## src/inc/eel_pkg.sv

```systemverilog
// Package for the edge event line controller: register map, widths, layout
package eel_pkg;
    localparam int unsigned EEL_NUM_LINES   = 19;
    localparam int unsigned EEL_NUM_EXT     = 16;
    localparam int unsigned EEL_NUM_PORTS   = 5;
    localparam int unsigned EEL_PORT_SEL_W  = 3;
    localparam int unsigned EEL_PIN_COUNT   = EEL_NUM_EXT * EEL_NUM_PORTS;
    localparam int unsigned EEL_LINE_SUPPLY = 16;
    localparam int unsigned EEL_LINE_ALARM  = 17;
    localparam int unsigned EEL_LINE_AUX    = 18;
    localparam int unsigned EEL_ADDR_W      = 8;
    localparam int unsigned EEL_DATA_W      = 32;
    // Register byte offsets
    localparam logic [7:0] EEL_OFS_INT_MASK  = 8'h00;
    localparam logic [7:0] EEL_OFS_EVT_MASK  = 8'h04;
    localparam logic [7:0] EEL_OFS_RISE_SEL  = 8'h08;
    localparam logic [7:0] EEL_OFS_FALL_SEL  = 8'h0C;
    localparam logic [7:0] EEL_OFS_SW_TRIG   = 8'h10;
    localparam logic [7:0] EEL_OFS_PENDING   = 8'h14;
    localparam logic [7:0] EEL_OFS_PORT_SEL0 = 8'h18;
    localparam logic [7:0] EEL_OFS_PORT_SEL1 = 8'h1C;
    localparam logic [7:0] EEL_OFS_LEVEL     = 8'h20;
    localparam int unsigned EEL_SEL_PER_REG  = 8;
    localparam int unsigned EEL_SEL_FIELD_W  = 4;
    localparam logic [31:0] EEL_RST_ZERO     = 32'h0000_0000;
endpackage : eel_pkg

```

## src/hdl/eel_top.sv

```systemverilog
// Edge event line controller: edge capture, mask, pending store, pin routing
// How it works
// - Nineteen edge lines raise interrupt or event
// - Per line rising, falling or both edges
// - Independent mask per line
// - Pending bit per line, software readable
// - Edge on lines 0-15 caught even if shorter than clock
// - Eighty pins select onto sixteen lines
// - Supply, alarm lines; any unmasked line wakes stop
//
// The register addresses and the address-and-strobe port were left to the implementer.
module eel_top
    import eel_pkg::*;
#(
    parameter int unsigned NUM_LINES = EEL_NUM_LINES,
    parameter int unsigned NUM_PORTS = EEL_NUM_PORTS
) (
    // Clock and reset
    input  wire logic                           clk_sys_i,
    input  wire logic                           reset_i,
    // Register port
    input  wire logic [EEL_ADDR_W-1:0]          reg_addr_i,
    input  wire logic [EEL_DATA_W-1:0]          reg_wdata_i,
    input  wire logic                           reg_wr_i,
    input  wire logic                           reg_rd_i,
    output logic      [EEL_DATA_W-1:0]          reg_rdata_o,
    // Sources
    input  wire logic [NUM_PORTS*EEL_NUM_EXT-1:0] gpio_pins_i,
    input  wire logic [EEL_NUM_EXT-1:0]         ext_edge_rise_i,
    input  wire logic [EEL_NUM_EXT-1:0]         ext_edge_fall_i,
    input  wire logic                           supply_monitor_output_i,
    input  wire logic                           alarm_i,
    input  wire logic                           aux_src_i,
    // Toward processor_interrupt_controller
    output logic      [NUM_LINES-1:0]           irq_req_o,
    output logic      [NUM_LINES-1:0]           evt_pulse_o,
    output logic                                wake_o
);
    // Register state
    logic [NUM_LINES-1:0] int_mask_ff, nxt_int_mask;
    logic [NUM_LINES-1:0] evt_mask_ff, nxt_evt_mask;
    logic [NUM_LINES-1:0] rise_sel_ff, nxt_rise_sel;
    logic [NUM_LINES-1:0] fall_sel_ff, nxt_fall_sel;
    logic [NUM_LINES-1:0] swtrig_ff, nxt_swtrig;
    logic [NUM_LINES-1:0] pend_ff, nxt_pend;
    logic [EEL_DATA_W-1:0] psel0_ff, nxt_psel0;
    logic [EEL_DATA_W-1:0] psel1_ff, nxt_psel1;
    logic [EEL_DATA_W-1:0] rdata_ff, nxt_rdata;
    // Line sampling and edges
    logic [NUM_LINES-1:0] line_lvl;
    logic [NUM_LINES-1:0] line_prev_ff, nxt_line_prev;
    logic [NUM_LINES-1:0] irq_ff, nxt_irq;
    logic [NUM_LINES-1:0] evt_ff, nxt_evt;
    logic                 wake_ff, nxt_wake;
    logic [NUM_LINES-1:0] rise_hit;
    logic [NUM_LINES-1:0] fall_hit;
    logic [NUM_LINES-1:0] trig;
    logic [NUM_LINES-1:0] wr_mask;

    // Pin selection per external line
    genvar gi;
    generate
        for (gi = 0; gi < EEL_NUM_EXT; gi++) begin : g_ext
            logic [EEL_PORT_SEL_W-1:0] sel;
            logic [EEL_DATA_W-1:0]     sel_reg;
            logic [NUM_PORTS-1:0]      port_pins;
            always_comb begin
                sel_reg = (gi < EEL_SEL_PER_REG) ? psel0_ff : psel1_ff;
                sel = sel_reg[(gi % EEL_SEL_PER_REG)*EEL_SEL_FIELD_W +: EEL_PORT_SEL_W];
                for (int p = 0; p < NUM_PORTS; p++) begin
                    port_pins[p] = gpio_pins_i[p*EEL_NUM_EXT + gi];
                end
            end
            // Out-of-range selection reads the pin as low
            assign line_lvl[gi] = (int'(sel) < NUM_PORTS) ? port_pins[sel] : 1'b0;
            // Pulse shorter than a clock: async edge catchers outside feed these
            assign rise_hit[gi] = ext_edge_rise_i[gi] ||
                                  (line_lvl[gi] && !line_prev_ff[gi]);
            assign fall_hit[gi] = ext_edge_fall_i[gi] ||
                                  (!line_lvl[gi] && line_prev_ff[gi]);
        end
        for (gi = EEL_NUM_EXT; gi < NUM_LINES; gi++) begin : g_int
            assign line_lvl[gi] = (gi == EEL_LINE_SUPPLY) ? supply_monitor_output_i :
                                  (gi == EEL_LINE_ALARM)  ? alarm_i : aux_src_i;
            assign rise_hit[gi] = line_lvl[gi] && !line_prev_ff[gi];
            assign fall_hit[gi] = !line_lvl[gi] && line_prev_ff[gi];
        end
    endgenerate

    // Edge selection per line, software trigger ORed in
    assign trig = (rise_hit & rise_sel_ff) | (fall_hit & fall_sel_ff) | swtrig_ff;
    assign wr_mask = reg_wdata_i[NUM_LINES-1:0];

    always_comb begin
        nxt_int_mask  = int_mask_ff;
        nxt_evt_mask  = evt_mask_ff;
        nxt_rise_sel  = rise_sel_ff;
        nxt_fall_sel  = fall_sel_ff;
        nxt_psel0     = psel0_ff;
        nxt_psel1     = psel1_ff;
        nxt_swtrig    = '0;
        nxt_pend      = pend_ff;
        nxt_line_prev = line_lvl;
        nxt_rdata     = EEL_RST_ZERO;
        if (reg_wr_i) begin
            if (reg_addr_i == EEL_OFS_INT_MASK) begin
                nxt_int_mask = wr_mask;
            end else if (reg_addr_i == EEL_OFS_EVT_MASK) begin
                nxt_evt_mask = wr_mask;
            end else if (reg_addr_i == EEL_OFS_RISE_SEL) begin
                nxt_rise_sel = wr_mask;
            end else if (reg_addr_i == EEL_OFS_FALL_SEL) begin
                nxt_fall_sel = wr_mask;
            end else if (reg_addr_i == EEL_OFS_SW_TRIG) begin
                nxt_swtrig = wr_mask;
            end else if (reg_addr_i == EEL_OFS_PENDING) begin
                nxt_pend = pend_ff & ~wr_mask;
            end else if (reg_addr_i == EEL_OFS_PORT_SEL0) begin
                nxt_psel0 = reg_wdata_i;
            end else if (reg_addr_i == EEL_OFS_PORT_SEL1) begin
                nxt_psel1 = reg_wdata_i;
            end
        end
        // Set wins over a clear in the same cycle
        nxt_pend = nxt_pend | (trig & int_mask_ff);
        if (reg_rd_i) begin
            if (reg_addr_i == EEL_OFS_INT_MASK) begin
                nxt_rdata[NUM_LINES-1:0] = int_mask_ff;
            end else if (reg_addr_i == EEL_OFS_EVT_MASK) begin
                nxt_rdata[NUM_LINES-1:0] = evt_mask_ff;
            end else if (reg_addr_i == EEL_OFS_RISE_SEL) begin
                nxt_rdata[NUM_LINES-1:0] = rise_sel_ff;
            end else if (reg_addr_i == EEL_OFS_FALL_SEL) begin
                nxt_rdata[NUM_LINES-1:0] = fall_sel_ff;
            end else if (reg_addr_i == EEL_OFS_PENDING) begin
                nxt_rdata[NUM_LINES-1:0] = pend_ff;
            end else if (reg_addr_i == EEL_OFS_PORT_SEL0) begin
                nxt_rdata = psel0_ff;
            end else if (reg_addr_i == EEL_OFS_PORT_SEL1) begin
                nxt_rdata = psel1_ff;
            end else if (reg_addr_i == EEL_OFS_LEVEL) begin
                nxt_rdata[NUM_LINES-1:0] = line_lvl;
            end
        end
        nxt_irq  = nxt_pend;
        nxt_evt  = trig & evt_mask_ff;
        // Any unmasked request or event wakes stop mode
        nxt_wake = |((trig & int_mask_ff) | (trig & evt_mask_ff) | pend_ff);
    end

    always_ff @(posedge clk_sys_i) begin
        if (reset_i) begin
            int_mask_ff  <= '0;
            evt_mask_ff  <= '0;
            rise_sel_ff  <= '0;
            fall_sel_ff  <= '0;
            swtrig_ff    <= '0;
            pend_ff      <= '0;
            psel0_ff     <= EEL_RST_ZERO;
            psel1_ff     <= EEL_RST_ZERO;
            rdata_ff     <= EEL_RST_ZERO;
            line_prev_ff <= '0;
            irq_ff       <= '0;
            evt_ff       <= '0;
            wake_ff      <= 1'b0;
        end else begin
            int_mask_ff  <= nxt_int_mask;
            evt_mask_ff  <= nxt_evt_mask;
            rise_sel_ff  <= nxt_rise_sel;
            fall_sel_ff  <= nxt_fall_sel;
            swtrig_ff    <= nxt_swtrig;
            pend_ff      <= nxt_pend;
            psel0_ff     <= nxt_psel0;
            psel1_ff     <= nxt_psel1;
            rdata_ff     <= nxt_rdata;
            line_prev_ff <= nxt_line_prev;
            irq_ff       <= nxt_irq;
            evt_ff       <= nxt_evt;
            wake_ff      <= nxt_wake;
        end
    end

    assign reg_rdata_o = rdata_ff;
    assign irq_req_o   = irq_ff;
    assign evt_pulse_o = evt_ff;
    assign wake_o      = wake_ff;
endmodule : eel_top

```

## config.mk

```make
export PLATFORM = sky130hd
export DESIGN_NAME = eel_top
export DESIGN_NICKNAME = d
export VERILOG_FILES = /design/src/inc/eel_pkg.sv /design/src/hdl/eel_top.sv
export SDC_FILE = /design/constraint.sdc
export NUM_CORES = 1
export LEC_CHECK = 0
export ABC_AREA = 1
export BUFFER_PORTS_ARGS = -buffer_cell sky130_fd_sc_hd__clkbuf_2
export CORE_MARGIN = 2
export CORE_UTILIZATION = 40
export DETAILED_ROUTE_END_ITERATION = 10
export MAX_ROUTING_LAYER = met4
export SYNTH_ARGS = -nofsm -noshare
export SYNTH_HDL_FRONTEND = slang
export SYNTH_SLANG_ARGS = --single-unit
```

## constraint.sdc

```tcl
create_clock -name clk_sys_i -period 4.1 [get_ports clk_sys_i]
set_clock_uncertainty 0.15 [all_clocks]
set_input_delay 1.23 -clock clk_sys_i [delete_from_list [all_inputs] [get_ports clk_sys_i]]
set_output_delay 1.23 -clock clk_sys_i [all_outputs]
set_load 0.1 [all_outputs]
```

Word-level counts from Yosys, hierarchy flattened

Index checks and enable logic that the tools add are counted.

Magnitude comparators: 32
Equal/unequal tests: 8
Multiplexer cells: 64
Bitwise logic cells: 20
Reductions and logical operators: 119

Operators by type and width:

| kind               | count |
|---|---|
| $mux 19            | 14 |
| $and 19x19->19     | 5 |
| $or 19x19->19      | 5 |
| $lt 3x4->1 const B | 16 |
| $bmux 1 s3         | 16 |
| $lt 3x3->1 const B | 16 |
| $logic_and 1x1->1  | 38 |
| $logic_not 1->1    | 38 |
| $eq 8x5->1 const B | 4 |
| $logic_or 1x1->1   | 32 |
| $mux 1             | 32 |
| $mux 32            | 1 |
| $not 19->19        | 1 |
| $reduce_or 19->1   | 1 |
| $eq 8x4->1 const B | 2 |
| $reduce_or 7->1    | 2 |
| $mux 13            | 1 |
| $not 1->1          | 9 |
| $reduce_and 9->1   | 1 |
| $eq 8x3->1 const B | 1 |
| $eq 8x6->1 const B | 1 |
| $logic_not 8->1    | 1 |
| $reduce_and 8->1   | 1 |
| $reduce_and 5->1   | 1 |
| other kinds (4)    | 4 |

Flip-flop bits (word level): 249
Bits of input ports: 159
Output and inout port bits: 71
Word-level logic and storage cells: 256

Depth between registers and ports, before layout

Depth after elaboration: 13
Depth in mapped cells: 17
Gate-level depth less buffers: 17

Worst setup path after synthesis

OpenSTA, ideal clock, no wires.

Kind: input -> register
Start: input port reg_addr_i[7]
End: register irq_ff[16] (netlist: irq_req_o[16])
Setup time: 0.113 ns
Arrival: 2.482 ns
Required time: 3.837 ns
Setup slack: 1.355 ns
Cell stages on the path: 9
Buffers on the path: 1
Cell sequence: nor2_1 > nand3_1 > nor2_2 > inv_2 > nor2_4 > buf_4 > a21oi_1 > o21ai_1 > inv_1

Longest elaborated chain between the ends: 9
Elaborated cells on any way between the ends: 14

RTL lines:

| item                 | RTL line       | source |
|---|---|---|
| from (decl)          | eel_top.sv:22  | `input wire logic [EEL_ADDR_W-1:0] reg_addr_i,` |
| $eq 8x5->1           | eel_top.sv:116 | `end else if (reg_addr_i == EEL_OFS_PENDING) begin` |
| $mux 19              | eel_top.sv:116 |  |
| $mux 19              | eel_top.sv:114 | `end else if (reg_addr_i == EEL_OFS_SW_TRIG) begin` |
| $mux 19              | eel_top.sv:112 | `end else if (reg_addr_i == EEL_OFS_FALL_SEL) begin` |
| $mux 19              | eel_top.sv:110 | `end else if (reg_addr_i == EEL_OFS_RISE_SEL) begin` |
| $mux 19              | eel_top.sv:108 | `end else if (reg_addr_i == EEL_OFS_EVT_MASK) begin` |
| $mux 19 *            | eel_top.sv:106 | `if (reg_addr_i == EEL_OFS_INT_MASK) begin` |
| $mux 19 *            | eel_top.sv:105 | `if (reg_wr_i) begin` |
| $or 19x19->19 *      | eel_top.sv:125 | `nxt_pend = nxt_pend \| (trig & int_mask_ff);` |
| to (signal assigned) | eel_top.sv:177 | `irq_ff <= nxt_irq;` |
| to (decl)            | eel_top.sv:52  | `logic [NUM_LINES-1:0] irq_ff, nxt_irq;` |

Every way passes the cells marked *; elsewhere a longest branch is shown, timed or not.
A chain may end at the register's enable or synchronous reset.

Worst setup path after layout

Start: input port reg_addr_i[0]
End: register irq_ff[1] (netlist: irq_req_o[1])

Same word-level chain as after synthesis.

==> results.md <==
* Status: finished clean
* Routed Antenna Nets at 0
* Cts bufs inserted at 28
* Pin count of the biggest net entering global routing at 125
* Met1 Wirelength at 16600 um
* Pins Over Slew Limit at 0
* End of the worst hold path: g_ext[10].sel_reg[31]$_SDFFE_PP0P_
* Core ar. at 0.0270 mm^2
* CTS resizes at 0
* Tcrit/Tclk final at 78.5%
* Clk Latency, worst-skew pair at 550 ps
* Count leader, synth: nand2_1
* DR top layer: met4
* Fmax at 0.311 GHz
* Final Power at 0.00526 W
* Die Ht at 169 um
* Post-synth ARST share at 0%
* Worst slew pin tran at 1240 ps
* Syn Nets at 1738
* DRC Markers at 0
* FF-to-FF path depth at 17
* Post-CTS Setup Inserts at 0
* Critical path cell sequence: clkbuf_2 > inv_2 > nand2_2 > nor2_2 > nand2_4 > nor2_4 > nor4_4 > buf_4 > inv_2 > nor2_4 > a21boi_0 > inv_1 > a21oi_1
* Setup Total Neg Slack at 0 ps
* Top cells by count, synth: nand2_1 (392), dfxtp_1 (249), inv_1 (239)
* Gate Count Post-Synth at 1579
* Vias in the first global route at 10655
* Worst hold start: g_ext[10].sel_reg[31]$_SDFFE_PP0P_
* Area share of the largest cell type after synthesis at 45.5%
* Sequential share of the synthesized area at 45.5%
* Die Width at 169 um
* Total grt overflow at 0
* Final Hold Viols at 0
* Slowest CP cell: nor4_4
* Unrepaired setup endpoints after global routing: no
* Routed via count at 11186
* Worst slew margin at 17.4%
* Synthesized flop and latch total at 249
* Met3 WL at 2990 um
* Met2 wire length at 18300 um
* Total of max-cap violations at 0
* Die Footprint at 0.0287 mm^2
* Final wirelength at 39400 um
* Crit Path Max Fanout at 19
* Crit end category: flip-flop
* Worst-case clock buffer depth at 3
* Vias/cell at 5.18
* HPWL reported at the end of detailed placement at 29500 um
* CP Data Required Time at 4330 ps
* Hold depth at 2
* Avg Cell Area, Syn at 6.93 um^2
* Synth-to-Final Area Change at 22.4%
* Post-synthesis cell area at 0.0109 mm^2
* Critical Path Start Type: input port
* Initial antenna violation count at 1
* RR Startpoint: g_ext[0].sel_reg[24]$_SDFFE_PP0P_
* CTS tree: yes
* Min-Delay Path Class: flip-flop to flip-flop
* Wire length per cell at 18.3 um
* Clock sink total at 249
* Starting Density at 40.6%
* Crit path DAT at 3450 ps
* Synth area leader: dfxtp_1
* Buffers on Ports at 229
* Number of flip-flops under the largest register name at 64
* Hold buffers post-CTS at 0
* Synth area leaders: dfxtp_1 (46%), nand2_1 (13%), a21oi_1 (9.7%)
* Max incr delay on CP at 660 ps
* Max IR drop VDD at 0.248 mV
* Tot GR Track Use at 27.8%
* Drt first pass iters at 8
* Ys Warns at 0
* Final Net Count at 1953
* Root buffer cell: clkbuf_16
* I/O pin cnt at 230
* R2R Setup Slk at 1880 ps
* Ys flop type: dfxtp_1
* H-tree depth at 1
* Placer Congestion at 0.898
* Row count at 60
* Clk slew on worst S/H paths at 60 ps
* DR iter-0 viols at 1022
* Tmin final at 3220 ps
* Synth cell types at 33
* First-pass GRT wire length at 60000 um
* RR Endpoint: wake_o$_SDFF_PP0_
* # setup viols final at 0
* Number of synthesized flops with an enable pin at 0
* Layout cells sized above 1 at 17.8%
* Leakage at 6.34 nW
* Pwr dens at 392 mW/mm^2
* Crit Path Class: input port to flip-flop
## routing by layer
metal	vias up	track usage (%)
li1	5541	-
met1	5085	35.3
met2	486	45.7
met3	74	3.78
met4	0	9.85
met5	-	-
## critical path: cells and delay by family
family	cells	cell delay, ps
simple gates	6	1400
buf+inv	5	570
compound gates	2	220
## cell families (layout without fill, tap and decap cells)
logic type,count (synthesis),in the layout,share of synthesized area (%)
AND/OR/NAND/NOR,612,612,23.4
AO/OA/AOI/OAI,400,400,19.7
buffers and inverters,318,555,11.4
flip-flops,249,249,45.5
other,0,1,0
## placed cells by master (no fill, tap or decap), types with 5 or more instances in the layout
cell type  instances
nand2_1          392
dfxtp_1          249
inv_1            238
clkbuf_2         229
a21oi_1          212
o21ai_0          131
nor2_1            86
nand3_1           69
clkbuf_16         28
nand4_1           26
buf_4             22
nor3_1            17
o2111ai_1         13
o211ai_1          12
inv_2              9
nor2_2             9
a221oi_1           9
clkbuf_1           8
clkbuf_8           7
o21ai_1            6
o221ai_1           6
nand3b_1           5
clkinv_2           5
## worst max-delay path by stage
stage	start	to	slack, ps	cells after the start
3_5_place_dp	reg_addr_i[0]	irq_req_o[18]$_SDFF_PP0_	380	13
4_1_cts	reg_addr_i[0]	irq_req_o[1]$_SDFF_PP0_	940	13
3_3_place_gp	reg_addr_i[0]	irq_req_o[18]$_SDFF_PP0_	400	13
2_1_floorplan	reg_addr_i[7]	irq_req_o[16]$_SDFF_PP0_	1360	9
5_1_grt	reg_addr_i[0]	irq_req_o[18]$_SDFF_PP0_	690	13
6_report	reg_addr_i[0]	irq_req_o[1]$_SDFF_PP0_	880	13
## layout make-up
class / count / area, um^2
clock inverters: 9 / 110
well taps: 341 / 427
fillers: 2824 / 13600
diodes: 1 / 2.50
clock buffers: 43 / 827
inverters: 248 / 931
repair buffers: 255 / 1390
flip-flops and latches: 249 / 4980
multi-input cells: 1012 / 4730
## power breakdown
| group | internal (W) | switching [W] | total [W] |
|---|---|---|---|
| logic | 0.000101 | 0.000195 | 0.000296 |
| clock network | 0.00151 | 0.00101 | 0.00252 |
| registers | 0.00243 | 0.00000778 | 0.00244 |
## through the flow
| step | cells | hold slack, ps | area, um^2 | worst slack, ps | util (%) |
|---|---|---|---|---|---|
| floorplan | 1579 | 290 | 10900 | 1360 | - |
| global placement | 2105 | 299 | 12500 | 397 | 46.2 |
| detailed placement | 2105 | 302 | 12500 | 382 | 46.2 |
| CTS | 2157 | 314 | 13400 | 940 | 49.7 |
| global route | 2158 | 331 | 13400 | 686 | 49.7 |
| finish | 2158 | 315 | 13400 | 882 | 49.7 |
(Power assumes the default switching activity.)
